### src/rtl/aam_regs.vh
// Purpose: Register map, field positions and timing counts for the
//          auxiliary measurement control block.
// Assumes: 8-bit special function register port from the core.
// Notes:   Definitions only.
`ifndef AAM_REGS_VH
`define AAM_REGS_VH

`define AAM_ADDR_TEMP_RESULT  8'hd7
`define AAM_ADDR_CONV_START   8'hd8
`define AAM_ADDR_BATT_RESULT  8'hdf
`define AAM_ADDR_EXTV_RESULT  8'hef
`define AAM_ADDR_DELTA_THR    8'hf3
`define AAM_ADDR_PERIPHERAL_CONFIG_REGISTER_CFG   8'hf4
`define AAM_ADDR_STROBE_PER   8'hf9
`define AAM_ADDR_LOW_BATT_THR 8'hfa

`define AAM_GO_BATT_BIT       0
`define AAM_GO_TEMP_BIT       1
`define AAM_GO_EXTV_BIT       2
`define AAM_GO_PLL_ACK_BIT    7
`define AAM_PLL_FLAG_BIT      4

`define AAM_EXTV_DELTA_LSB    0
`define AAM_TEMP_DELTA_LSB    3
`define AAM_TEMP_IVL_LSB      0
`define AAM_BATT_IVL_LSB      2
`define AAM_EXTV_IVL_LSB      4

`define AAM_DELTA_OFF         3'h0
`define AAM_DELTA_EVERY       3'h7
`define AAM_RESET_BYTE        8'h00

`define AAM_CLOCK_HZ          32'd50000000
`define AAM_MIN_1             1
`define AAM_MIN_2             2
`define AAM_MIN_4             4
`define AAM_MIN_8             8
`define AAM_MIN_16            16
`define AAM_SECONDS_PER_MIN   32'd60
// Cycles in one minute at the system clock
`define AAM_CYCLES_PER_MIN    (`AAM_CLOCK_HZ * `AAM_SECONDS_PER_MIN)

`endif

### src/rtl/aam_top.v
// Purpose: Auxiliary converter control: start bits, thresholds,
//          result capture, events and PLL lost-lock flag.
// Assumes: Core special function register port, one-cycle strobes.
// Notes:   Result registers are written only by converter events.
// Notes on behaviour
// Voltage delta: 000 off, 001-110 LSB change, 111 every result.
// Writing one to start bit 7 clears the PLL lost-lock flag.
// A PLL lost-lock reset sets the PLL lost-lock flag.
// Start bit 2 requests voltage conversion, self-clears on acceptance.
// Start bit 1 requests temperature conversion, self-clears on acceptance.
// Start bit 0 requests battery conversion, self-clears on acceptance.
// Battery result below low-battery threshold raises an event.
// Result registers load only when their converter event occurs.
// Temperature 8-bit result goes to the register at 0xd7.
// Single temperature conversion raises event when result is readable.
// Temperature conversions start by software or periodic background.
// Background result interrupts when change from last exceeds delta.
// Temperature delta codes work like the voltage delta codes.
// Battery interval: 00 off, 01 16 min, 10 4 min, 11 1 min.
// Start bits are independent; each request held until accepted.
// Each event is a one-cycle pulse with its result load.
`timescale 1ns/10ps
`include "aam_regs.vh"
module aam_top #(
   parameter [31:0] CYCLES_PER_MIN = `AAM_CYCLES_PER_MIN
) (
   input  wire       i_clock,
   input  wire       i_nrst,
   input  wire [7:0] i_sfr_addr,
   input  wire [7:0] i_sfr_wdata,
   input  wire       i_sfr_wr,
   input  wire       i_pll_lost_lock_reset,
   input  wire [2:0] i_conv_accept,
   input  wire [2:0] i_conv_done,
   input  wire [7:0] i_batt_data,
   input  wire [7:0] i_temp_data,
   input  wire [7:0] i_extv_data,
   output reg  [7:0] o_sfr_rdata,
   output wire [2:0] o_conv_req,
   output wire [2:0] o_conv_event,
   output reg        o_pll_lost_lock_flag
);

   reg        rst_meta_reg;
   reg        rst_sync_reg;
   reg  [7:0] delta_threshold_reg;
   reg  [7:0] strobe_period_reg;
   reg  [7:0] low_battery_threshold_reg;
   reg  [7:0] peripheral_config_register_rest_reg;
   reg  [31:0] minute_cnt_reg;
   reg  [3:0] minute_num_reg;
   reg        minute_tick_reg;
   wire [2:0] go_bits;
   wire [2:0] set_go;
   wire [2:0] bg_req;
   wire [7:0] result [0:2];
   wire [2:0] delta [0:2];
   wire [1:0] ivl [0:2];
   wire       wr_start;
   wire       wr_delta;
   wire       wr_strobe;
   wire       wr_low_batt;
   wire       wr_peripheral_config_register;
   wire [7:0] ch_data [0:2];
   reg  [7:0] rdata_next;

   function is_wr;
      input [7:0] addr;
      input [7:0] target;
      input       wr;
      begin
         is_wr = wr & (addr == target);
      end
   endfunction

   // Interval field to period in minutes; battery uses the longer table
   function due;
      input [1:0] code;
      input       long;
      input [3:0] mins;
      begin
         case (code)
            2'b01:   due = long ? (mins == 4'd15) : (mins[2:0] == 3'd7);
            2'b10:   due = long ? (mins[1:0] == 2'd3) : (mins[0] == 1'b1);
            2'b11:   due = 1'b1;
            default: due = 1'b0;
         endcase
      end
   endfunction

   always @(posedge i_clock or negedge i_nrst) begin
      if (!i_nrst) begin
         rst_meta_reg <= 1'b0;
         rst_sync_reg <= 1'b0;
      end else begin
         rst_meta_reg <= 1'b1;
         rst_sync_reg <= rst_meta_reg;
      end
   end

   assign wr_start    = is_wr(i_sfr_addr, `AAM_ADDR_CONV_START, i_sfr_wr);
   assign wr_delta    = is_wr(i_sfr_addr, `AAM_ADDR_DELTA_THR, i_sfr_wr);
   assign wr_strobe   = is_wr(i_sfr_addr, `AAM_ADDR_STROBE_PER, i_sfr_wr);
   assign wr_low_batt = is_wr(i_sfr_addr, `AAM_ADDR_LOW_BATT_THR, i_sfr_wr);
   assign wr_peripheral_config_register   = is_wr(i_sfr_addr, `AAM_ADDR_PERIPHERAL_CONFIG_REGISTER_CFG, i_sfr_wr);

   // Temperature start is bit 1
   // Battery start is bit 0
   // Bit 7 is a pure strobe; it never lands in a channel
   assign set_go = {3{wr_start}} & i_sfr_wdata[2:0];

   // Channel index order: battery, temperature, voltage
   assign ch_data[0] = i_batt_data;
   assign ch_data[1] = i_temp_data;
   assign ch_data[2] = i_extv_data;

   always @(posedge i_clock or negedge rst_sync_reg) begin
      if (!rst_sync_reg) begin
         delta_threshold_reg       <= `AAM_RESET_BYTE;
         strobe_period_reg         <= `AAM_RESET_BYTE;
         low_battery_threshold_reg <= `AAM_RESET_BYTE;
         peripheral_config_register_rest_reg           <= `AAM_RESET_BYTE;
         o_pll_lost_lock_flag      <= 1'b0;
         o_sfr_rdata               <= `AAM_RESET_BYTE;
      end else begin
         // Reserved bits dropped on write so they always read zero
         if (wr_delta)
            delta_threshold_reg <= i_sfr_wdata & 8'h3f;
         if (wr_strobe)
            strobe_period_reg <= i_sfr_wdata & 8'h3f;
         if (wr_low_batt)
            low_battery_threshold_reg <= i_sfr_wdata;
         // Flag position is owned by hardware, never by software
         if (wr_peripheral_config_register)
            peripheral_config_register_rest_reg <= i_sfr_wdata & 8'hef;
         // Lost-lock reset sets flag; set beats clear
         // Acknowledge bit clears flag
         if (i_pll_lost_lock_reset)
            o_pll_lost_lock_flag <= 1'b1;
         else if (wr_start & i_sfr_wdata[`AAM_GO_PLL_ACK_BIT])
            o_pll_lost_lock_flag <= 1'b0;
         o_sfr_rdata <= rdata_next;
      end
   end

   // Minute base for background intervals
   // Free running, so the first run after a period write may come
   // early; later runs keep the full spacing
   always @(posedge i_clock or negedge rst_sync_reg) begin
      if (!rst_sync_reg) begin
         minute_cnt_reg  <= 32'h0;
         minute_num_reg  <= 4'h0;
         minute_tick_reg <= 1'b0;
      end else begin
         minute_tick_reg <= 1'b0;
         if (minute_cnt_reg == CYCLES_PER_MIN - 32'h1) begin
            minute_cnt_reg  <= 32'h0;
            minute_num_reg  <= minute_num_reg + 4'h1;
            minute_tick_reg <= 1'b1;
         end else begin
            minute_cnt_reg <= minute_cnt_reg + 32'h1;
         end
      end
   end

   // Read data registered one cycle after the address
   always @* begin
      case (i_sfr_addr)
         `AAM_ADDR_TEMP_RESULT:  rdata_next = result[1];
         `AAM_ADDR_CONV_START:   rdata_next = {5'h00, go_bits};
         `AAM_ADDR_BATT_RESULT:  rdata_next = result[0];
         `AAM_ADDR_EXTV_RESULT:  rdata_next = result[2];
         `AAM_ADDR_DELTA_THR:    rdata_next = delta_threshold_reg;
         `AAM_ADDR_PERIPHERAL_CONFIG_REGISTER_CFG:
            rdata_next = peripheral_config_register_rest_reg |
                         {3'h0, o_pll_lost_lock_flag, 4'h0};
         `AAM_ADDR_STROBE_PER:   rdata_next = strobe_period_reg;
         `AAM_ADDR_LOW_BATT_THR: rdata_next = low_battery_threshold_reg;
         default:                rdata_next = `AAM_RESET_BYTE;
      endcase
   end

   // Voltage delta field
   assign delta[2] = delta_threshold_reg[2:0];
   // Temperature delta field
   assign delta[1] = delta_threshold_reg[5:3];
   assign delta[0] = `AAM_DELTA_OFF;
   assign ivl[0] = strobe_period_reg[3:2];
   assign ivl[1] = strobe_period_reg[1:0];
   assign ivl[2] = strobe_period_reg[5:4];

   genvar g;
   generate
      for (g = 0; g < 3; g = g + 1) begin : g_ch
         // Background due on interval
         assign bg_req[g] = minute_tick_reg &
                            due(ivl[g], g == 0, minute_num_reg);
         // Temperature result capture
         // Event with readable result
         aam_channel #(
            .IS_BATT(g == 0)
         ) u_ch (
            .i_clock     (i_clock),
            .i_rst_n     (rst_sync_reg),
            .i_set_go    (set_go[g]),
            .i_bg_req    (bg_req[g]),
            .i_accept    (i_conv_accept[g]),
            .i_done      (i_conv_done[g]),
            .i_data      (ch_data[g]),
            .i_delta     (delta[g]),
            .i_threshold (low_battery_threshold_reg),
            .o_go        (go_bits[g]),
            .o_req       (o_conv_req[g]),
            .o_event     (o_conv_event[g]),
            .o_result    (result[g])
         );
      end
   endgenerate

endmodule // aam_top

### src/rtl/aam_channel.v
// Purpose: One converter channel: request hold, result capture, event.
// Assumes: Converter strobes are synchronous to i_clock.
// Notes:   Shared by battery, temperature and external voltage.
`timescale 1ns/10ps
`include "aam_regs.vh"
module aam_channel #(
   parameter IS_BATT = 0
) (
   input  wire       i_clock,
   input  wire       i_rst_n,
   input  wire       i_set_go,
   input  wire       i_bg_req,
   input  wire       i_accept,
   input  wire       i_done,
   input  wire [7:0] i_data,
   input  wire [2:0] i_delta,
   input  wire [7:0] i_threshold,
   output reg        o_go,
   output reg        o_req,
   output reg        o_event,
   output reg  [7:0] o_result
);

   reg        single_reg;
   reg        bg_pend_reg;
   reg  [7:0] last_reg;
   wire [7:0] diff;
   wire       fire;

   assign diff = (i_data > last_reg) ? (i_data - last_reg)
                                     : (last_reg - i_data);
   // Single shots always fire; background ones per mode
   // Battery below threshold
   // Change beyond delta
   assign fire = i_done & (single_reg |
                 (IS_BATT ? (i_data < i_threshold) :
                  (i_delta == `AAM_DELTA_EVERY) ? 1'b1 :
                  (i_delta == `AAM_DELTA_OFF)   ? 1'b0 :
                  (diff > {5'h00, i_delta})));

   always @(posedge i_clock or negedge i_rst_n) begin
      if (!i_rst_n) begin
         o_go        <= 1'b0;
         o_req       <= 1'b0;
         bg_pend_reg <= 1'b0;
         single_reg  <= 1'b0;
         o_event     <= 1'b0;
         o_result    <= `AAM_RESET_BYTE;
         last_reg    <= `AAM_RESET_BYTE;
      end else begin
         // Go held until accept
         // Independent hold per channel
         if (i_set_go)
            o_go <= 1'b1;
         else if (i_accept & o_go)
            o_go <= 1'b0;
         // Background start path
         if (i_bg_req)
            bg_pend_reg <= 1'b1;
         else if (i_accept & ~o_go)
            bg_pend_reg <= 1'b0;
         o_req <= (o_go | i_set_go | bg_pend_reg | i_bg_req) & ~i_accept;
         if (i_accept)
            single_reg <= o_go;
         // Result loads only with the event
         // Event pulse with the load
         o_event <= fire;
         if (fire) begin
            o_result <= i_data;
            last_reg <= i_data;
         end
      end
   end

endmodule // aam_channel

### config.mk
export PLATFORM = sky130hd
export DESIGN_NAME = aam_top
export DESIGN_NICKNAME = d
export VERILOG_FILES = /design/src/rtl/aam_top.v /design/src/rtl/aam_channel.v
export VERILOG_INCLUDE_DIRS = /design/src /design/src/rtl
export SDC_FILE = /design/constraint.sdc
export NUM_CORES = 1
export LEC_CHECK = 0
export ABC_AREA = 1
export BUFFER_PORTS_ARGS = -buffer_cell sky130_fd_sc_hd__buf_2
export CAP_MARGIN = 5
export CORE_MARGIN = 2
export CORE_UTILIZATION = 50
export DETAILED_ROUTE_END_ITERATION = 8
export PLACE_DENSITY = 0.8
export SKIP_LAST_GASP = 1
export SLEW_MARGIN = 0
export SYNTH_ARGS = -nofsm -noshare
export SYNTH_HDL_FRONTEND = slang
export SYNTH_SLANG_ARGS = --single-unit
### constraint.sdc
create_clock -name i_clock -period 3.5 [get_ports i_clock]
set_clock_uncertainty 0.05 [all_clocks]
set_input_delay 0.175 -clock i_clock [delete_from_list [all_inputs] [get_ports i_clock]]
set_output_delay 0.175 -clock i_clock [all_outputs]
set_load 0.05 [all_outputs]
==> results.toml <==
[global_routing]
grt_pass1_vias = 6456
antenna_found_initial = 0
grt_max_degree = 59
grt_usage_pct = 23.4
grt.overflow.total = 0
grt_pass1_wl_um = 30200

[timing]
fin_crit_sh_pct = 92.1
setup_tns_ns = 0
hold_violations = 0
final.min_clock_period_ns = 3.22
grt_setup_unrepaired = "no"
setup_viol = 0
fmax_mhz = 310
final_max_slew_viol_count = 0
worstMarginPinSlew_ns = 0.712
slew_headroom_pct = 52.4

[logic_synthesis]
yosysMostFrequentCell = "nand2_1"
ys_warn_count = 0
synthAdderAreaFrac_pct = 8.85
syn_area_per_cell_um2 = 7.55
synth_seq_cells = 114
synth_edf_count = 0
synthXorXnorAreaFrac_pct = 2.96
synth.area.top_cells = "dfrtp_1, nand2_1, inv_1, ha_1, nand3_1"
syn-num-nets = 1081
synthTopCellsByCount = "nand2_1, inv_1, dfrtp_1"
synthMuxAreaShare_pct = 1.18
ys_seq_area_share_pct = 38.5
synth_top_area_share_pct = 38.5
syn_inst = 981
syn_area_mm2 = 0.00741
synth_top_area_cell = "dfrtp_1"
synth_top_family_by_area = "simple AND/OR/NAND/NOR gates"
ys_async_sr_fraction_pct = 100
synthSimpleGateAreaFrac_pct = 29.3
synth_compound_area_share_pct = 8.60
synthDistinctLibCells = 46
synth_ff_type = "dfrtp_1"

[finish]
synthToLayoutAreaGrowth_pct = 17.4
fin_nets = 1178
multi_input_area_mm2 = 0.00378
postLayoutCellArea_mm2 = 0.00870
fill_cells = 1273
antenna_cells = 0
drive_gt1_share_pct = 12.4
seqCellArea_mm2 = 0.00286
largest_register_ffs = 32

[clocking]
cts_tree = "built"
cts-resized-gates = 0
cts_max_path_buffers = 2
post-cts-setup-buffer-count = 0
clock_latency_ns = 0.41
h-tree-depth = 4
cts_made_buffers = 17
root_buffer = "clkbuf_16"
holdBufCountCts = 29
cts.sinks = 114
cts.reportedPaths.clkPinSlew_ns = 0.05

[placement]
dpl_cell_area_mm2 = 0.00788
hpwl_um = 13600
port_buffers = 64
gp_congestion = 0.936

[routing]
drt-pass1-iter-count = 5
drtIter0Drc = 619
antenna_left = 0
vias_per_cell = 5.32
wire_per_inst_um = 14.1
routed_wl_um = 18000
route.detailed.drc = 0
wl_met1_um = 7990
routed.top_layer = "met4"
dr_wl_met3_um = 1090
vias = 6784
met2_length_um = 8610

[worst_setup_path]
end_kind = "register"
cp.required_ns = 3.74
critical_path.most_common_cell = "nand2_1"
arrival_ns = 3.47
reg2reg_depth = 20
crit_family = "simple AND/OR/NAND/NOR gates"
cp.depth = 24
crit_buf_inv = 5
crit_fanout = 9
slowest_stage = "dlygate4sd3_1"
cp_cell_sequence = "dlygate4sd3_1 -> buf_2 -> inv_1 -> ha_1 -> inv_1 -> fa_1 -> nand3_1 -> nand2_1 -> nand2_1 -> nand2_1 -> nand2_2 -> mux2i_1 -> xor2_1 -> inv_1 -> ha_1 -> nand2_1 -> o21ai_0 -> nand2_1 -> nand2_1 -> nand2_2 -> nand2_4 -> nand2_4 -> nand2_1 -> nand2_1"
start_kind = "input port"
cpPeakStageDelay_ns = 0.53
critPathKind = "input port to register"

[outcome]
status = "finished clean"

[pwr]
power.leakage_uw = 0.00471
p_int_uw = 2580
clock_power_share_pct = 42.6
p_comb_share_pct = 17.6
cellPowerDensity_mw_per_mm2 = 412
pwr-share-seq_pct = 39.8
netSwitchingFraction_pct = 27.9
peakVddDrop_uv = 325
total_power_uw = 3580
switchingPower_uw = 1000

[floorplanning]
die_w_um = 126
io_pins = 65
die-height_um = 126
core_region_area_mm2 = 0.0145
start_util_pct = 51.2
fp.dieArea_mm2 = 0.0158
rows = 44

[hold_path]
worstHoldPathType = "input port to register"
holdPathStages = 3

[job]
maxCapViolCount = 0
[per-layer routing]
metal	GRT usage [%]	vias up
met4	5.88	0
li1	-	3336
met1	30.3	3194
met2	39.7	225
met3	5.73	29
met5	0	-
[cell type report]
class | instances | area share, %
tap | 184 | 2.65
clock inverter | 5 | 0.316
inverter | 181 | 7.81
timing repair buffer | 94 | 7.25
multi-input combinational | 670 | 43.4
clock buffer | 26 | 5.74
sequential | 114 | 32.8
[power groups by stage]
| stage | clock network [uW] | logic, uW | registers, uW |
|---|---|---|---|
| 6_report | 1530 | 630 | 1420 |
| 3_5_place_dp | 0 | 595 | 1450 |
| 4_1_cts | 1550 | 625 | 1420 |
| 2_1_floorplan | 0 | 434 | 1450 |
| 5_1_grt | 1620 | 720 | 1430 |
| 3_3_place_gp | 0 | 578 | 1440 |
[kinds of logic after synthesis]
group | after synthesis
and+or+nand+nor | 477
buffers and inverters | 197
DFF | 114
AOI/OAI and AO/OA | 109
adders and majority gates | 50
xor gates and xnor gates | 25
muxes | 8
other | 1
[final timing paths]
kind / startpoint / endpoint / slack, ns
worst max-delay path: i_extv_data[0] / g_ch[2].u_ch.o_result[5] / 0.28
worst min-delay path: i_temp_data[2] / g_ch[1].u_ch.o_result[2] / 0.01
worst max register to register: g_ch[2].u_ch.o_result[1] / g_ch[2].u_ch.o_result[5] / 0.38
worst min register to register: rst_meta_reg / rst_sync_reg / 0.30
max in group asynchronous: rst_sync_reg / g_ch[0].u_ch.o_result[6] / 2.31
min in group asynchronous: i_nrst / rst_sync_reg / 0.03
[per-stage QoR]
step	std cells	hold slack [ns]	utilization [%]	setup slack, ns
after floorplan	981	-0.171	-	0.0390
after global placement	1214	-0.0886	54.5	0.536
after detailed placement	1214	-0.0882	54.5	0.431
after CTS	1274	0.000354	60.1	0.319
after global routing	1274	0.00734	60.1	0.0181
final	1274	0.0101	60.1	0.278
[tightest hold or removal path: cells and delay by family]
family	cells	cell delay (ns)
buf+inv	1	0.13
simple gates	2	0.13
[cell usage in the layout (no fill, tap or decap), drive strengths merged, types with 2 or more instances in the layout]
| master | count |
|---|---|
| nor3 | 30 |
| nand2 | 280 |
| a41oi | 3 |
| xor2 | 18 |
| o22ai | 6 |
| fa | 4 |
| o21bai | 2 |
| clkbuf | 26 |
| mux2i | 2 |
| nand3 | 75 |
| nand4 | 20 |
| a21o | 3 |
| a21oi | 30 |
| dfrtp | 114 |
| dlygate4sd3 | 29 |
| nor2 | 63 |
| nor4 | 6 |
| a221oi | 6 |
| mux2 | 6 |
| o221ai | 2 |
| o21ai | 50 |
| buf | 65 |
| xnor2 | 7 |
| o31ai | 2 |
| ha | 46 |
| inv | 180 |
| clkinv | 5 |
| o2111ai | 4 |
Power figures use the tool's default switching activity.
